**src/verilog/srx_pkg.sv**
```systemverilog
package srx_pkg;
  // Register byte addresses
  localparam logic [7:0] ADDR_STATUS_A = 8'hC0;
  localparam logic [7:0] ADDR_CONTROL_B = 8'hC1;
  localparam logic [7:0] ADDR_FORMAT_C = 8'hC2;
  localparam logic [7:0] ADDR_DATA = 8'hC6;
  localparam logic [7:0] ADDR_BAUD_LO = 8'hC4;
  localparam logic [7:0] ADDR_BAUD_HI = 8'hC5;
  // Reset values
  localparam logic [7:0] STATUS_A_RESET = 8'h20;
  localparam logic [7:0] FORMAT_C_RESET = 8'h06;
  // Status A bit positions
  localparam int BIT_RX_DONE = 7;
  localparam int BIT_TX_DONE = 6;
  localparam int BIT_TX_EMPTY = 5;
  localparam int BIT_FRAME_ERR = 4;
  localparam int BIT_OVERRUN = 3;
  localparam int BIT_PAR_ERR = 2;
  localparam int BIT_DOUBLE = 1;
  localparam int BIT_ADDR_FILT = 0;
  // Control B bit positions
  localparam int BIT_RX_ENABLE = 4;
  localparam int BIT_SIZE2 = 2;
  localparam int BIT_RX9 = 1;
  // Format C bit positions
  localparam int BIT_PAR_EN = 5;
  localparam int BIT_PAR_ODD = 4;
  localparam int BIT_SIZE1 = 2;
  localparam int BIT_SIZE0 = 1;
  // Oversampling
  localparam logic [3:0] OVS_NORMAL_LAST = 4'hF;
  localparam logic [3:0] OVS_DOUBLE_LAST = 4'h7;
  localparam logic [3:0] MID_NORMAL = 4'h8;
  localparam logic [3:0] MID_DOUBLE = 4'h4;
  localparam logic [3:0] SIZE9_CODE = 4'h7;
  localparam logic [3:0] BASE_BITS = 4'h5;
  // One stored frame
  typedef struct packed {
    logic [8:0] data;
    logic frameErr;
    logic parErr;
    logic lost;
  } srx_entry_t;
  // APB request
  typedef struct packed {
    logic sel;
    logic enable;
    logic write;
    logic [7:0] addr;
    logic [31:0] wdata;
  } srx_apb_req_t;
endpackage

```
**src/verilog/srx_receiver.sv**
```systemverilog
`timescale 1ns/1ps
module srx_receiver
  import srx_pkg::*;
(
  // Clock and reset
  input wire logic clock,
  input wire logic rst_n,
  // APB slave
  input wire logic psel,
  input wire logic penable,
  input wire logic pwrite,
  input wire logic [7:0] paddr,
  input wire logic [31:0] pwdata,
  output logic [31:0] prdata,
  output logic pready,
  output logic pslverr,
  // Serial line
  input wire logic serialIn,
  output logic pinOwned,
  // Transmitter hooks
  input wire logic txCompleteSet,
  input wire logic txBufferEmpty
);

  // Receiver states
  typedef enum logic [3:0] {
    S_IDLE = 4'b0001,
    S_START = 4'b0010,
    S_BITS = 4'b0100,
    S_STOP = 4'b1000
  } srx_state_t;

  srx_apb_req_t req;
  assign req = '{sel: psel, enable: penable, write: pwrite,
                 addr: paddr, wdata: pwdata};

  // Software registers
  logic [7:0] ctrlB_q;
  logic [7:0] fmtC_q;
  logic [11:0] baud_q;
  logic txDone_q;
  logic double_q;
  logic addrFilt_q;
  logic txEmpty_q;
  // Two entry receive buffer
  srx_entry_t buf_q [2];
  logic [1:0] count_q;
  logic head_q;
  // Synchroniser, three stages
  logic [2:0] sync_q;
  logic rxLevel_q;
  // Baud tick generator
  logic [11:0] baudCnt_q;
  logic tick;
  // Frame engine
  srx_state_t state_q;
  logic [3:0] sampCnt_q;
  logic [3:0] bitIdx_q;
  logic [8:0] shift_q;
  logic [2:0] vote_q;
  logic parRx_q;
  logic shiftFull_q;
  logic pendLost_q;
  logic [31:0] prdata_q;
  logic pready_q;

  // Decoded configuration
  logic receiver_enable_bit;
  logic [3:0] sizeCode;
  logic [3:0] nBits;
  logic nine;
  logic parEn;
  logic [3:0] lastSamp;
  logic [3:0] midSamp;
  assign receiver_enable_bit = ctrlB_q[BIT_RX_ENABLE];
  assign sizeCode = {1'b0, ctrlB_q[BIT_SIZE2], fmtC_q[BIT_SIZE1],
                     fmtC_q[BIT_SIZE0]};
  assign nine = (sizeCode == SIZE9_CODE);
  assign nBits = nine ? 4'h9 : 4'(sizeCode + BASE_BITS);
  assign parEn = fmtC_q[BIT_PAR_EN];
  assign lastSamp = double_q ? OVS_DOUBLE_LAST : OVS_NORMAL_LAST;
  assign midSamp = double_q ? MID_DOUBLE : MID_NORMAL;

  // APB decode
  logic access;
  logic wrEn;
  logic rdData;
  assign access = req.sel && req.enable && pready_q;
  assign wrEn = access && req.write;
  assign rdData = access && !req.write && (req.addr == ADDR_DATA);

  // Centre-sample majority and frame completion
  logic sampleNow;
  logic bitVal;
  logic [2:0] voteNext;
  // Centre sampling keeps the rate mismatch margin on both sides
  assign sampleNow = tick &&
    ((sampCnt_q == 4'(midSamp - 4'h1)) || (sampCnt_q == midSamp) ||
     (sampCnt_q == 4'(midSamp + 4'h1)));
  assign voteNext = sampleNow ? {vote_q[1:0], rxLevel_q} : vote_q;
  // Majority of the three centre samples rejects short glitches
  assign bitVal = (voteNext[0] & voteNext[1]) | (voteNext[0] & voteNext[2]) |
                  (voteNext[1] & voteNext[2]);
  logic bitDone;
  assign bitDone = tick && (sampCnt_q == lastSamp);
  logic frameDone;
  assign frameDone = (state_q == S_STOP) && bitDone && receiver_enable_bit;
  // Frame type marker and acceptance
  logic addrMark;
  assign addrMark = nine ? shift_q[8] : bitVal;
  logic accept;
  assign accept = frameDone && (!addrFilt_q || addrMark);
  // Parity: xor of data, inverted for odd
  logic parCalc;
  always_comb begin
    parCalc = fmtC_q[BIT_PAR_ODD];
    for (int i = 0; i < 9; i++) begin
      if (4'(i) < nBits) begin
        parCalc = parCalc ^ shift_q[i];
      end
    end
  end
  srx_entry_t newEntry;
  always_comb begin
    newEntry.data = nine ? shift_q : {1'b0, shift_q[7:0]};
    newEntry.frameErr = !bitVal;
    newEntry.parErr = parEn && (parCalc != parRx_q);
    newEntry.lost = pendLost_q;
  end
  logic startDetect;
  assign startDetect = (state_q == S_IDLE) && receiver_enable_bit && !rxLevel_q;

  // Input synchroniser, change taken when stages two and three agree
  always_ff @(posedge clock) begin
    if (!rst_n) begin
      sync_q <= 3'h7;
      rxLevel_q <= 1'b1;
    end else begin
      sync_q <= {sync_q[1:0], serialIn};
      if (sync_q[1] == sync_q[2]) begin
        rxLevel_q <= sync_q[2];
      end
    end
  end

  // Oversample tick: clock / (divisor + 1)
  always_ff @(posedge clock) begin
    if (!rst_n) begin
      baudCnt_q <= 12'h000;
    end else if (baudCnt_q >= baud_q) begin
      baudCnt_q <= 12'h000;
    end else begin
      baudCnt_q <= 12'(baudCnt_q + 12'h001);
    end
  end
  assign tick = (baudCnt_q >= baud_q);

  // Frame engine, restarts its sample count on each start edge
  always_ff @(posedge clock) begin
    if (!rst_n || !receiver_enable_bit) begin
      state_q <= S_IDLE;
      sampCnt_q <= 4'h0;
      bitIdx_q <= 4'h0;
      shift_q <= 9'h000;
      vote_q <= 3'h7;
      parRx_q <= 1'b0;
    end else begin
      vote_q <= voteNext;
      if (tick) begin
        sampCnt_q <= (sampCnt_q == lastSamp) ? 4'h0 :
                     4'(sampCnt_q + 4'h1);
      end
      case (state_q)
        S_IDLE: begin
          sampCnt_q <= 4'h0;
          if (startDetect) begin
            state_q <= S_START;
          end
        end
        S_START: begin
          if (bitDone) begin
            // False start when centre reads high
            state_q <= bitVal ? S_IDLE : S_BITS;
            bitIdx_q <= 4'h0;
          end
        end
        S_BITS: begin
          if (bitDone) begin
            if (bitIdx_q < nBits) begin
              shift_q[bitIdx_q] <= bitVal;
            end else begin
              parRx_q <= bitVal;
            end
            bitIdx_q <= 4'(bitIdx_q + 4'h1);
            if (bitIdx_q == 4'(nBits - (parEn ? 4'h0 : 4'h1))) begin
              state_q <= S_STOP;
            end
          end
        end
        S_STOP: begin
          if (bitDone) begin
            // Second stop bit ignored; idle looks for the next start
            state_q <= S_IDLE;
          end
        end
        default: begin
          state_q <= S_IDLE;
        end
      endcase
    end
  end

  // Shift register holds a frame that could not enter a full buffer
  logic bufFull;
  assign bufFull = (count_q == 2'h2);
  logic pushNow;
  assign pushNow = accept && (!bufFull || (rdData && !shiftFull_q));
  always_ff @(posedge clock) begin
    if (!rst_n || !receiver_enable_bit) begin
      shiftFull_q <= 1'b0;
      pendLost_q <= 1'b0;
    end else begin
      if (accept && !pushNow) begin
        shiftFull_q <= 1'b1;
      end else if (shiftFull_q && rdData) begin
        shiftFull_q <= 1'b0;
      end
      if (startDetect && bufFull && shiftFull_q) begin
        pendLost_q <= 1'b1;
      end else if (pushNow || (shiftFull_q && rdData)) begin
        pendLost_q <= 1'b0;
      end
    end
  end

  // Held frame waiting for space, captured when it cannot enter
  srx_entry_t held_q;
  always_ff @(posedge clock) begin
    if (!rst_n) begin
      held_q <= '0;
    end else if (accept && !pushNow) begin
      held_q <= newEntry;
    end
  end

  // Receive buffer; a read pops the head, flushed when disabled
  always_ff @(posedge clock) begin
    if (!rst_n || !receiver_enable_bit) begin
      count_q <= 2'h0;
      head_q <= 1'b0;
      buf_q[0] <= '0;
      buf_q[1] <= '0;
    end else begin
      if (pushNow) begin
        buf_q[1'(head_q + count_q[0])]
          <= newEntry;
      end else if (shiftFull_q && rdData) begin
        buf_q[head_q] <= held_q;
      end
      if (rdData && count_q != 2'h0) begin
        head_q <= !head_q;
      end
      if ((pushNow || (shiftFull_q && rdData)) &&
          !(rdData && count_q != 2'h0)) begin
        count_q <= 2'(count_q + 2'h1);
      end else if (!(pushNow || (shiftFull_q && rdData)) &&
                   rdData && count_q != 2'h0) begin
        count_q <= 2'(count_q - 2'h1);
      end
    end
  end

  // Software registers; filter bit only steers the receiver
  always_ff @(posedge clock) begin
    if (!rst_n) begin
      ctrlB_q <= 8'h00;
      fmtC_q <= FORMAT_C_RESET;
      baud_q <= 12'h000;
      double_q <= STATUS_A_RESET[BIT_DOUBLE];
      addrFilt_q <= STATUS_A_RESET[BIT_ADDR_FILT];
      txDone_q <= STATUS_A_RESET[BIT_TX_DONE];
      txEmpty_q <= STATUS_A_RESET[BIT_TX_EMPTY];
    end else begin
      txEmpty_q <= txBufferEmpty;
      if (txCompleteSet) begin
        txDone_q <= 1'b1; // Set wins over write-one clear
      end else if (wrEn && req.addr == ADDR_STATUS_A &&
                   req.wdata[BIT_TX_DONE]) begin
        txDone_q <= 1'b0;
      end
      if (wrEn) begin
        case (req.addr)
          ADDR_STATUS_A: begin
            double_q <= req.wdata[BIT_DOUBLE];
            addrFilt_q <= req.wdata[BIT_ADDR_FILT];
          end
          ADDR_CONTROL_B: ctrlB_q <= {req.wdata[7:2], 1'b0, req.wdata[0]};
          ADDR_FORMAT_C: fmtC_q <= req.wdata[7:0];
          ADDR_BAUD_LO: baud_q[7:0] <= req.wdata[7:0];
          ADDR_BAUD_HI: baud_q[11:8] <= req.wdata[3:0];
          default: begin
          end
        endcase
      end
    end
  end

  // Status A view of the head entry
  srx_entry_t head;
  logic haveData;
  assign head = buf_q[head_q];
  assign haveData = (count_q != 2'h0);
  logic [7:0] statusA;
  always_comb begin
    statusA = 8'h00;
    statusA[BIT_RX_DONE] = haveData;
    statusA[BIT_TX_DONE] = txDone_q;
    statusA[BIT_TX_EMPTY] = txEmpty_q;
    statusA[BIT_FRAME_ERR] = haveData && head.frameErr;
    statusA[BIT_OVERRUN] = haveData ? head.lost : pendLost_q;
    statusA[BIT_PAR_ERR] = haveData && head.parErr;
    statusA[BIT_DOUBLE] = double_q;
    statusA[BIT_ADDR_FILT] = addrFilt_q;
  end

  // APB answer: one wait state, read data registered
  always_ff @(posedge clock) begin
    if (!rst_n) begin
      pready_q <= 1'b0;
      prdata_q <= 32'h0000_0000;
    end else begin
      pready_q <= req.sel && req.enable && !pready_q;
      if (req.sel && req.enable && !pready_q && !req.write) begin
        case (req.addr)
          ADDR_STATUS_A: prdata_q <= {24'h000000, statusA};
          ADDR_CONTROL_B: prdata_q <= {24'h000000, ctrlB_q[7:2],
                                       head.data[8], ctrlB_q[0]};
          ADDR_FORMAT_C: prdata_q <= {24'h000000, fmtC_q};
          ADDR_BAUD_LO: prdata_q <= {24'h000000, baud_q[7:0]};
          ADDR_BAUD_HI: prdata_q <= {28'h0000000, baud_q[11:8]};
          ADDR_DATA: prdata_q <= {24'h000000, head.data[7:0]};
          default: prdata_q <= 32'h0000_0000;
        endcase
      end
    end
  end

  // Pin ownership follows the enable
  always_ff @(posedge clock) begin
    if (!rst_n) begin
      pinOwned <= 1'b0;
    end else begin
      pinOwned <= receiver_enable_bit;
    end
  end

  assign prdata = prdata_q;
  assign pready = pready_q;
  assign pslverr = 1'b0;

endmodule

```
**config.mk**
```make
export PLATFORM = sky130hd
export DESIGN_NAME = srx_receiver
export DESIGN_NICKNAME = d
export VERILOG_FILES = /design/src/verilog/srx_pkg.sv /design/src/verilog/srx_receiver.sv
export SDC_FILE = /design/constraint.sdc
export NUM_CORES = 1
export LEC_CHECK = 0
export BUFFER_PORTS_ARGS = -buffer_cell sky130_fd_sc_hd__buf_2
export CAP_MARGIN = 10
export CORE_MARGIN = 1.5
export CORE_UTILIZATION = 59
export CTS_CLUSTER_DIAMETER = 60
export CTS_CLUSTER_SIZE = 30
export DETAILED_ROUTE_END_ITERATION = 6
export GPL_TIMING_DRIVEN = 0
export PLACE_DENSITY = 0.91
export SLEW_MARGIN = 20
export SYNTH_ARGS = -nofsm -noshare
export SYNTH_HDL_FRONTEND = slang
export SYNTH_SLANG_ARGS = --single-unit
export TNS_END_PERCENT = 10
```
**constraint.sdc**
```tcl
create_clock -name clock -period 4.4 [get_ports clock]
set_clock_uncertainty 0.05 [all_clocks]
set_input_delay 1.32 -clock clock [delete_from_list [all_inputs] [get_ports clock]]
set_output_delay 1.32 -clock clock [all_outputs]
set_load 0.05 [all_outputs]
```
==> results of run 1 <==
-- sequential cells by signal, summed over array words and instances (netlist names), 4 cells and up, named ones only --
register,flops
ctrlB_q,7
state_q,4
sampCnt_q,4
bitIdx_q,4
buf_q,24
fmtC_q,8
baud_q,12
baudCnt_q,12
held_q,12
prdata,8
shift_q,9
-- layer usage --
layer | up-vias | part of all wire [%]
met5 | - | 0
met1 | 2735 | 40
met4 | 0 | 3.9
li1 | 2740 | -
met3 | 69 | 8.1
met2 | 290 | 47
-- power breakdown --
group          total [uW]  switching, uW  leakage [uW]  internal, uW
clock                1420            560      0.000286           859
combinational         140           98.2       0.00194          41.5
sequential           1160           2.61       0.00110          1160
total                2720            660       0.00333          2060
-- cell usage after synthesis (6+ instances only) --
cell type  number  area share, %
edfxtp_1       24             11
mux2i_1        56            8.2
inv_1          28            1.5
buf_4          26            2.9
dfxtp_1       100             29
nor2_1         69            3.8
o31ai_1         6           0.66
o21ai_0        12           0.88
clkbuf_1       25            1.4
nand2_1        74            4.1
and3_1         11            1.0
nor3_1         11           0.81
xnor2_1        11            1.4
xor2_1         14            1.8
a22oi_1         7           0.77
nor2b_1        35            3.2
ha_1           27            5.0
a21oi_1        24            1.8
nand2b_1       10           0.92
o211a_1         6           0.88
a311oi_1        6           0.77
o211ai_1        6           0.66
nand3_1        28            2.1
a21boi_0       19            2.1
-- logic make-up after synthesis --
logic type / after synthesis
AND/OR/NAND/NOR: 268
AO/OA/AOI/OAI: 139
flip-flops: 124
buffers and inverters: 85
multiplexers: 63
adder cells (fa/ha/maj): 27
XOR/XNOR: 27
other: 1
-- metrics by stage --
step                      cell area, um^2  utilization, %  hold slack (ns)  setup slack [ns]  total power (uW)
after detailed placement             7250            63.8            0.342           0.00853              1320
final                                7850            69.0            0.354             0.339              2720
after global placement               7250            63.8            0.340            0.0434              1320
after global routing                 7850            69.0            0.378            0.0714              2780
after floorplan                      6910               -            0.336             0.550              1290
after CTS                            7850            69.0            0.356             0.365              2720
-- cell type report --
cell class / instances / share of cell area [%]
clock buffers: 18 / 5.60
clock inverters: 14 / 1.99
multi-input cells: 549 / 47.9
flip-flops and latches: 124 / 34.7
plain buffers: 56 / 4.13
inverters: 29 / 1.39
repair buffers: 32 / 2.04
well taps: 143 / 2.28
-- final timing paths --
kind	end	startpoint	slack [ns]
worst max register to register	buf_q[0][4]	baud_q[11]	0.34
worst min register to register	sync_q[1]	sync_q[0]	0.35
worst max-delay path	buf_q[0][4]	baud_q[11]	0.34
worst min-delay path	sync_q[1]	sync_q[0]	0.35
==> impl_metrics.csv, run 1 <==
group,metric,value,unit
status,status,"finished, final reports clean",
synthesis,synthMuxAreaShare,9.87,%
worst_setup_path,worstSetupPathType,"reg -> reg",
placed_design,dp_hpwl,11700,um
grt,met1_usage,35.8,%
grt,grt_pass1_vias,5539,
synthesis,syn_inst,734,
synthesis,synth_area,6820,um^2
timing,max_freq,0.246,GHz
cts,cts_sinks,124,
timing,tightest_slew,1.03,ns
cts,clk_latency,0.43,ns
power,peakVddDrop,0.414,mV
timing,rsz0062_at_grt,"false",
cells_and_area,drive_above_1_share,13.9,%
worst_setup_path,path_delay_family,"simple AND/OR/NAND/NOR gates",
cts,htree_levels,4,
synthesis,yosys_most_used_dff,"dfxtp_1",
timing,slew_viol_final,0,
routing,via_per_inst,6.05,
grt,grt_use_met3,5.71,%
worst_hold_path,worst_hold_path.num_cells,1,
floorplan,die-area,12200,um^2
cells_and_area,layout_common_cells,"dfxtp_1 (100), nand2_1 (74), nor2_1 (69)",
synthesis,synth_compound_area_share,15.7,%
cells_and_area,instances_no_fill,965,
cts,clk_path_buf_depth,2,
routing,drt_iter0_drc,563,
floorplan,io_pins,83,
timing,setup_tns,0,ns
synthesis,syn_avg_cell_area,9.29,um^2
routing,antenna_left,0,
timing,period_needed,4.06,ns
grt,grt_pass1_wl,27800,um
floorplan,core_area,11400,um^2
grt,grtUsageTotal,28.6,%
placed_design,dp_cells,933,
synthesis,synth_fa_ha_area_share,4.95,%
synthesis,synth_xor_area_share,3.87,%
cells_and_area,final_net_count,884,
cts,clkTransAtPathRegs,0.06,ns
routing,drt_wl_total,17200,um
grt,antenna_found_initial,0,
worst_setup_path,required,4.41,ns
floorplan,die_w,111,um
worst_setup_path,start_kind,"register",
routing,drc,0,
timing,hold_viol_final,0,
floorplan,start_util,60.0,%
grt,global_route.overflow_total,0,
synthesis,synth_simple_gate_area_share,19.3,%
cts,cts_root_buf,"clkbuf_16",
worst_setup_path,reg2reg_depth,12,
worst_setup_path,cp.depth,12,
worst_setup_path,crit_path_end_kind,"register",
cells_and_area,register_area,2720,um^2
placed_design,portBuffers,32,
worst_setup_path,critPathSlowestCell,"or4b_4",
worst_hold_path,min_path_type,"reg -> reg",
routing,vias,5834,
cells_and_area,fillers,818,
synthesis,synth-async-reset-ratio,0,%
cts,cts_buffers,17,
cts,ctsResizeCount,0,
grt,grt_max_degree,17,
timing,setup_viol,0,
worst_setup_path,path_cells,"inv_1, ha_1, nand4_1, o21ba_1, o32ai_4, a32o_2, and2_1, buf_6, o211ai_2, or4b_4, buf_6, nand2_1",
cells_and_area,layout_commonest_cell,"dfxtp_1",
timing,period_share,92.3,%
timing,slew_headroom,30.5,%
routing,drt-pass1-iter-count,7,
synthesis,synth-seq-area-share,39.9,%
floorplan,std_cell_rows,39,
worst_setup_path,cpMostUsedCell,"buf_6",
cts,cts_tree,"built",
placed_design,gp_congestion,0.910,
worst_setup_path,crit_path_max_incr_delay,0.58,ns
synthesis,netlist-cell-type-count,81,
cells_and_area,multi_input_comb_area,3760,um^2
power,power.density,347,nW/um^2
synthesis,synth_top_family_by_area,"simple AND/OR/NAND/NOR gates",
floorplan,die_y,111,um
routing,wl_per_cell,17.8,um
synthesis,ys_warn_count,0,
worst_setup_path,critPathMaxFanout,12,
synthesis,ys_ff_latch,124,
synthesis,synth_edf_count,24,
power,p_leak,0.00333,uW
cells_and_area,syn_to_final_growth,15.0,%
cts,cts_hold_buffers,0,
worst_setup_path,crit_buf_inv,3,
grt,top_usage_layer,"met2",
worst_setup_path,crit_arrival,4.07,ns
cells_and_area,n_antenna_cell,0,
flow_run,cap_violations,0,
grt,grt_use_met2,47.2,%
cts,post_cts_buffers,0,
Power figures use the tool's default switching activity.
==> inputs of run 2 (changes only) <==
--- a/config.mk
+++ b/config.mk
@@ -7,7 +7,6 @@
 export LEC_CHECK = 0
 export BUFFER_PORTS_ARGS = -buffer_cell sky130_fd_sc_hd__buf_2
 export CAP_MARGIN = 10
-export CORE_MARGIN = 1.5
 export CORE_UTILIZATION = 59
 export CTS_CLUSTER_DIAMETER = 60
 export CTS_CLUSTER_SIZE = 30
==> constraint.sdc (replaced) <==
create_clock -name clock -period 4.1 [get_ports clock]
set_clock_uncertainty 0.05 [all_clocks]
set_input_delay 1.23 -clock clock [delete_from_list [all_inputs] [get_ports clock]]
set_output_delay 1.23 -clock clock [all_outputs]
set_load 0.05 [all_outputs]
==> impl_metrics.csv, run 2 (synthesized netlist as in run 1, its figures left out) <==
group,metric,value,unit
cts,ctsResizeCount,0,
timing,max_freq,0.257,GHz
cells_and_area,drive_above_1_share,13.7,%
floorplan,std_cell_rows,38,
placed_design,portBuffers,32,
floorplan,die_y,110,um
placed_design,pre_cts_ws,-0.178,ns
worst_setup_path,critPathMaxFanout,12,
routing,vias,5890,
timing,tightest_slew,0.934,ns
timing,fin_ws,0.211,ns
grt,grt_max_degree,17,
worst_setup_path,crit_arrival,3.93,ns
routing,antenna_left,0,
cts,htree_levels,4,
routing,via_per_inst,6.12,
timing,rsz0062_at_grt,"false",
routing,drt_wl_total,17300,um
timing,slew_headroom,37.2,%
floorplan,start_util,61.8,%
power,power.density,382,nW/um^2
placed_design,gp_congestion,0.935,
grt,antenna_found_initial,0,
worst_setup_path,start_kind,"register",
worst_setup_path,worstSetupPathType,"reg -> reg",
placed_design,place_area,7250,um^2
cts,cts_root_buf,"clkbuf_16",
cells_and_area,utilization,71.5,%
worst_setup_path,crit_buf_inv,2,
cts,clkTransAtPathRegs,0.06,ns
grt,grt_pass1_wl,26600,um
routing,drc,1,
floorplan,die-area,12000,um^2
routing,drt_iter0_drc,652,
floorplan,io_pins,83,
timing,slew_viol_final,0,
flow_run,cap_violations,0,
power,p_leak,0.00334,uW
cells_and_area,design_area,7890,um^2
routing,wl_per_cell,18.0,um
timing,period_needed,3.89,ns
status,status,"complete, but fails checks",
floorplan,die_w,110,um
cells_and_area,fillers,778,
cells_and_area,syn_to_final_growth,15.7,%
cells_and_area,largest_reg_flops,24,
routing,drt-pass1-iter-count,7,
grt,grtUsageTotal,29.5,%
cts,clk_path_buf_depth,2,
grt,grt_pass1_vias,5337,
cts,cts_hold_buffers,0,
worst_hold_path,min_path_type,"reg -> reg",
worst_setup_path,crit_path_end_kind,"register",
worst_setup_path,path_cells,"inv_1, ha_1, nand4_1, o21ba_1, o32ai_4, o211ai_2, or4_1, o211ai_2, o2111ai_1, clkbuf_1, nand2_2",
cts,clk_latency,0.43,ns
cts,post_cts_buffers,0,
worst_setup_path,required,4.14,ns
status,violations,"DRC",
worst_setup_path,critPathSlowestCell,"o32ai_4",
power,power.total,3020,uW
cts,cts_buffers,17,
grt,global_route.overflow_total,0,
placed_design,dp_hpwl,11500,um
timing,hold_viol_final,0,
cells_and_area,layout_commonest_cell,"dfxtp_1",
cts,cts_sinks,124,
floorplan,core_area,11000,um^2
cells_and_area,layout_common_cells,"dfxtp_1 (100), nand2_1 (72), nor2_1 (69)",
worst_setup_path,crit_path_max_incr_delay,0.46,ns
power,peakVddDrop,0.359,mV
cts,cts_tree,"built",
cells_and_area,top_register,"buf_q",
cells_and_area,final_net_count,884,
worst_setup_path,cpMostUsedCell,"o211ai_2",
timing,setup_tns,0,ns
worst_setup_path,path_delay_family,"compound AO/OA/AOI/OAI gates",
cells_and_area,n_antenna_cell,0,
timing,setup_viol,0,
timing,period_share,94.9,%
-- run 2: per-layer routing --
| layer | up-vias | GRT usage, % | routed length [um] |
|---|---|---|---|
| met2 | 339 | 47.3 | 7990 |
| met4 | 0 | 12.4 | 491 |
| met5 | - | 0 | 0 |
| li1 | 2731 | - | - |
| met1 | 2757 | 37.4 | 7160 |
| met3 | 63 | 8.00 | 1650 |
-- run 2: path summary, 6_finish.rpt --
kind | startpoint | to | slack, ns | depth (start not counted)
min reg2reg | sync_q[0] | sync_q[1] | 0.35 | 1
max | baud_q[11] | buf_q[1][6] | 0.21 | 11
max reg2reg | baud_q[11] | buf_q[1][6] | 0.21 | 11
min | sync_q[0] | sync_q[1] | 0.35 | 1
-- run 2: cell type report --
cell class,count,area (um^2),area share (%)
inverters,29,109,1.38
flip-flops and latches,124,2720,34.5
repair buffers,32,160,2.03
clock inverters,13,199,2.52
multi-input cells,549,3770,47.7
clock buffers,19,433,5.49
plain buffers,56,324,4.11
well taps,140,175,2.22
-- run 2: where the power goes --
| group | total [uW] | internal (uW) | switching (uW) |
|---|---|---|---|
| Combinational | 150 | 44.6 | 106 |
| Sequential | 1250 | 1240 | 3.17 |
| Clock | 1620 | 1070 | 548 |
| Total | 3020 | 2360 | 657 |
-- run 2: metrics by stage --
| step | instances | hold WS, ns |
|---|---|---|
| 3_3_place_gp | 930 | 0.340 |
| 4_1_cts | 962 | 0.356 |
| 6_report | 962 | 0.352 |
| 3_5_place_dp | 930 | 0.347 |
| 5_1_grt | 962 | 0.360 |
| 2_1_floorplan | 758 | 0.336 |
==> inputs of run 3 (changes only) <==
--- a/config.mk
+++ b/config.mk
@@ -7,12 +7,13 @@
 export LEC_CHECK = 0
 export BUFFER_PORTS_ARGS = -buffer_cell sky130_fd_sc_hd__buf_2
 export CAP_MARGIN = 10
-export CORE_UTILIZATION = 59
+export CORE_UTILIZATION = 60
+export CTS_BUF_LIST = sky130_fd_sc_hd__clkbuf_4
 export CTS_CLUSTER_DIAMETER = 60
 export CTS_CLUSTER_SIZE = 30
 export DETAILED_ROUTE_END_ITERATION = 6
 export GPL_TIMING_DRIVEN = 0
-export PLACE_DENSITY = 0.91
+export PLACE_DENSITY = 0.92
 export SLEW_MARGIN = 20
 export SYNTH_ARGS = -nofsm -noshare
 export SYNTH_HDL_FRONTEND = slang
==> impl_metrics.csv, run 3 (synthesized netlist as in run 1, its figures left out) <==
group,metric,value,unit
timing,period_needed,3.87,ns
power,power_frac_seq,55.7,%
power,p_leak,0.00319,uW
power,power.total,2230,uW
cts,clkTransAtPathRegs,0.10,ns
worst_setup_path,crit_arrival,4.05,ns
routing,via_per_inst,5.97,
placed_design,pre_cts_ws,-0.196,ns
floorplan,start_util,62.4,%
floorplan,die_y,109,um
timing,rsz0062_at_grt,"false",
power,p_int,1650,uW
worst_setup_path,cpMostUsedCell,"o211ai_2",
worst_hold_path,hold_start,"sync_q[0]",
cells_and_area,top_register,"buf_q",
worst_setup_path,crit_buf_inv,2,
floorplan,die-area,11800,um^2
cells_and_area,largest_reg_flops,24,
cells_and_area,syn_to_final_growth,10.2,%
timing,max_freq,0.258,GHz
routing,drt_iter0_drc,525,
placed_design,portBuffers,32,
worst_setup_path,worstSetupPathType,"reg -> reg",
worst_setup_path,reg2reg_depth,11,
cts,cts_hold_buffers,0,
power,power.density,297,nW/um^2
routing,highest_layer,"met4",
worst_setup_path,endpoint,"buf_q[1][7]",
timing,setup_tns,0,ns
cells_and_area,final_net_count,884,
routing,antenna_left,0,
floorplan,core_area,10900,um^2
cts,clk_latency,0.56,ns
worst_setup_path,path_delay_family,"compound AO/OA/AOI/OAI gates",
timing,slew_viol_final,0,
power,comb_power_share,6.7,%
cts,cts_sinks,124,
cells_and_area,register_area,2720,um^2
worst_setup_path,timing.rr.start,"baud_q[11]",
cells_and_area,fillers,833,
grt,grtUsageTotal,28.7,%
grt,grt_max_degree,17,
worst_setup_path,path_cells,"inv_1, ha_1, nand4_1, o21ba_1, o32ai_4, o211ai_2, or4_1, o211ai_2, o2111ai_1, clkbuf_1, nand2_2",
floorplan,std_cell_rows,38,
placed_design,gp_congestion,0.885,
routing,wl_per_cell,17.0,um
floorplan,die_w,109,um
routing,m1WireLength,6920,um
floorplan,io_pins,83,
routing,drt-pass1-iter-count,7,
worst_setup_path,required,4.28,ns
status,status,"finished, final reports clean",
grt,global_route.overflow_total,0,
power,peakVddDrop,0.247,mV
timing,slew_headroom,28.2,%
worst_setup_path,cp.depth,11,
routing,met3_length,1340,um
worst_setup_path,crit_start,"baud_q[11]",
timing,fin_ws,0.231,ns
worst_setup_path,worstReg2RegEnd,"buf_q[1][7]",
placed_design,dp_hpwl,11600,um
grt,antenna_found_initial,0,
worst_setup_path,critPathSlowestCell,"o32ai_4",
timing,hold_viol_final,0,
routing,vias,5744,
grt,grt_pass1_wl,25800,um
cts,cts_root_buf,"clkbuf_4",
worst_setup_path,critPathMaxFanout,12,
cts,htree_levels,4,
power,power_switching,581,uW
cts,cts_buffers,17,
cells_and_area,layout_common_cells,"dfxtp_1 (100), nand2_1 (72), nor2_1 (69)",
cts,cts_tree,"built",
cells_and_area,drive_above_1_share,13.9,%
routing,drc,0,
worst_hold_path,min_path_type,"reg -> reg",
worst_setup_path,crit_path_max_incr_delay,0.45,ns
grt,grt_pass1_vias,5212,
power,switching_share,26.0,%
routing,met2_wirelength,7660,um
timing,tightest_slew,1.06,ns
cells_and_area,n_antenna_cell,0,
routing,drt_wl_total,16300,um
worst_setup_path,start_kind,"register",
timing,period_share,94.4,%
cts,clk_path_buf_depth,2,
worst_setup_path,crit_path_end_kind,"register",
worst_setup_path,reg2reg_slack,0.23,ns
power,clkPwrFrac,37.6,%
flow_run,cap_violations,0,
cells_and_area,multi_input_comb_area,3760,um^2
cells_and_area,utilization,68.8,%
timing,setup_viol,0,
cells_and_area,layout_commonest_cell,"dfxtp_1",
[run 3: routing by layer]
metal / vias up / global-route usage (%)
li1: 2720 / -
met5: - / 0
met3: 50 / 8.01
met4: 0 / 12.4
met1: 2696 / 36.7
met2: 278 / 45.4
[run 3: through the flow]
stage	instances	area (um^2)	hold slack, ns
2_1_floorplan	758	6910	0.336
6_report	962	7520	0.374
3_3_place_gp	930	7250	0.340
4_1_cts	962	7510	0.377
5_1_grt	962	7520	0.386
3_5_place_dp	930	7250	0.353
[run 3: repair_timing]
item	CTS	global route
resized for setup	0	2
setup endpoints to repair	0	24
buffers inserted	0	0
[run 3: worst register-to-register path: stages (launching register included)]
cell and delay [ns]:
dfxtp_1 0.41, inv_1 0.06, ha_1 0.30, nand4_1 0.22
o21ba_1 0.28, o32ai_4 0.45, o211ai_2 0.23, or4_1 0.45
o211ai_2 0.19, o2111ai_1 0.25, clkbuf_1 0.33, nand2_2 0.34
[run 3: cell type report]
type | instances | area share [%]
Multi-Input combinational cell | 549 | 50.0
Clock buffer | 19 | 1.90
Inverter | 29 | 1.45
Buffer | 56 | 4.31
Clock inverter | 13 | 1.66
Tap cell | 140 | 2.33
Sequential cell | 124 | 36.2
Timing Repair Buffer | 32 | 2.13
[run 3: worst min path at each step]
| stage | endpoint | depth (start not counted) | slack, ns |
|---|---|---|---|
| 6_report | sync_q[1] | 1 | 0.37 |
| 2_1_floorplan | sync_q[1] | 1 | 0.34 |
| 5_1_grt | sync_q[1] | 1 | 0.39 |
| 4_1_cts | sync_q[1] | 1 | 0.38 |
| 3_3_place_gp | sync_q[1] | 1 | 0.34 |
| 3_5_place_dp | sync_q[1] | 1 | 0.35 |
[run 3: power groups by stage]
stage / sequential, uW / clock [uW] / combinational (uW)
after floorplan: 1280 / 0 / 102
after global placement: 1270 / 0 / 145
after detailed placement: 1270 / 0 / 146
after CTS: 1240 / 832 / 146
after global routing: 1250 / 882 / 157
final: 1250 / 840 / 149
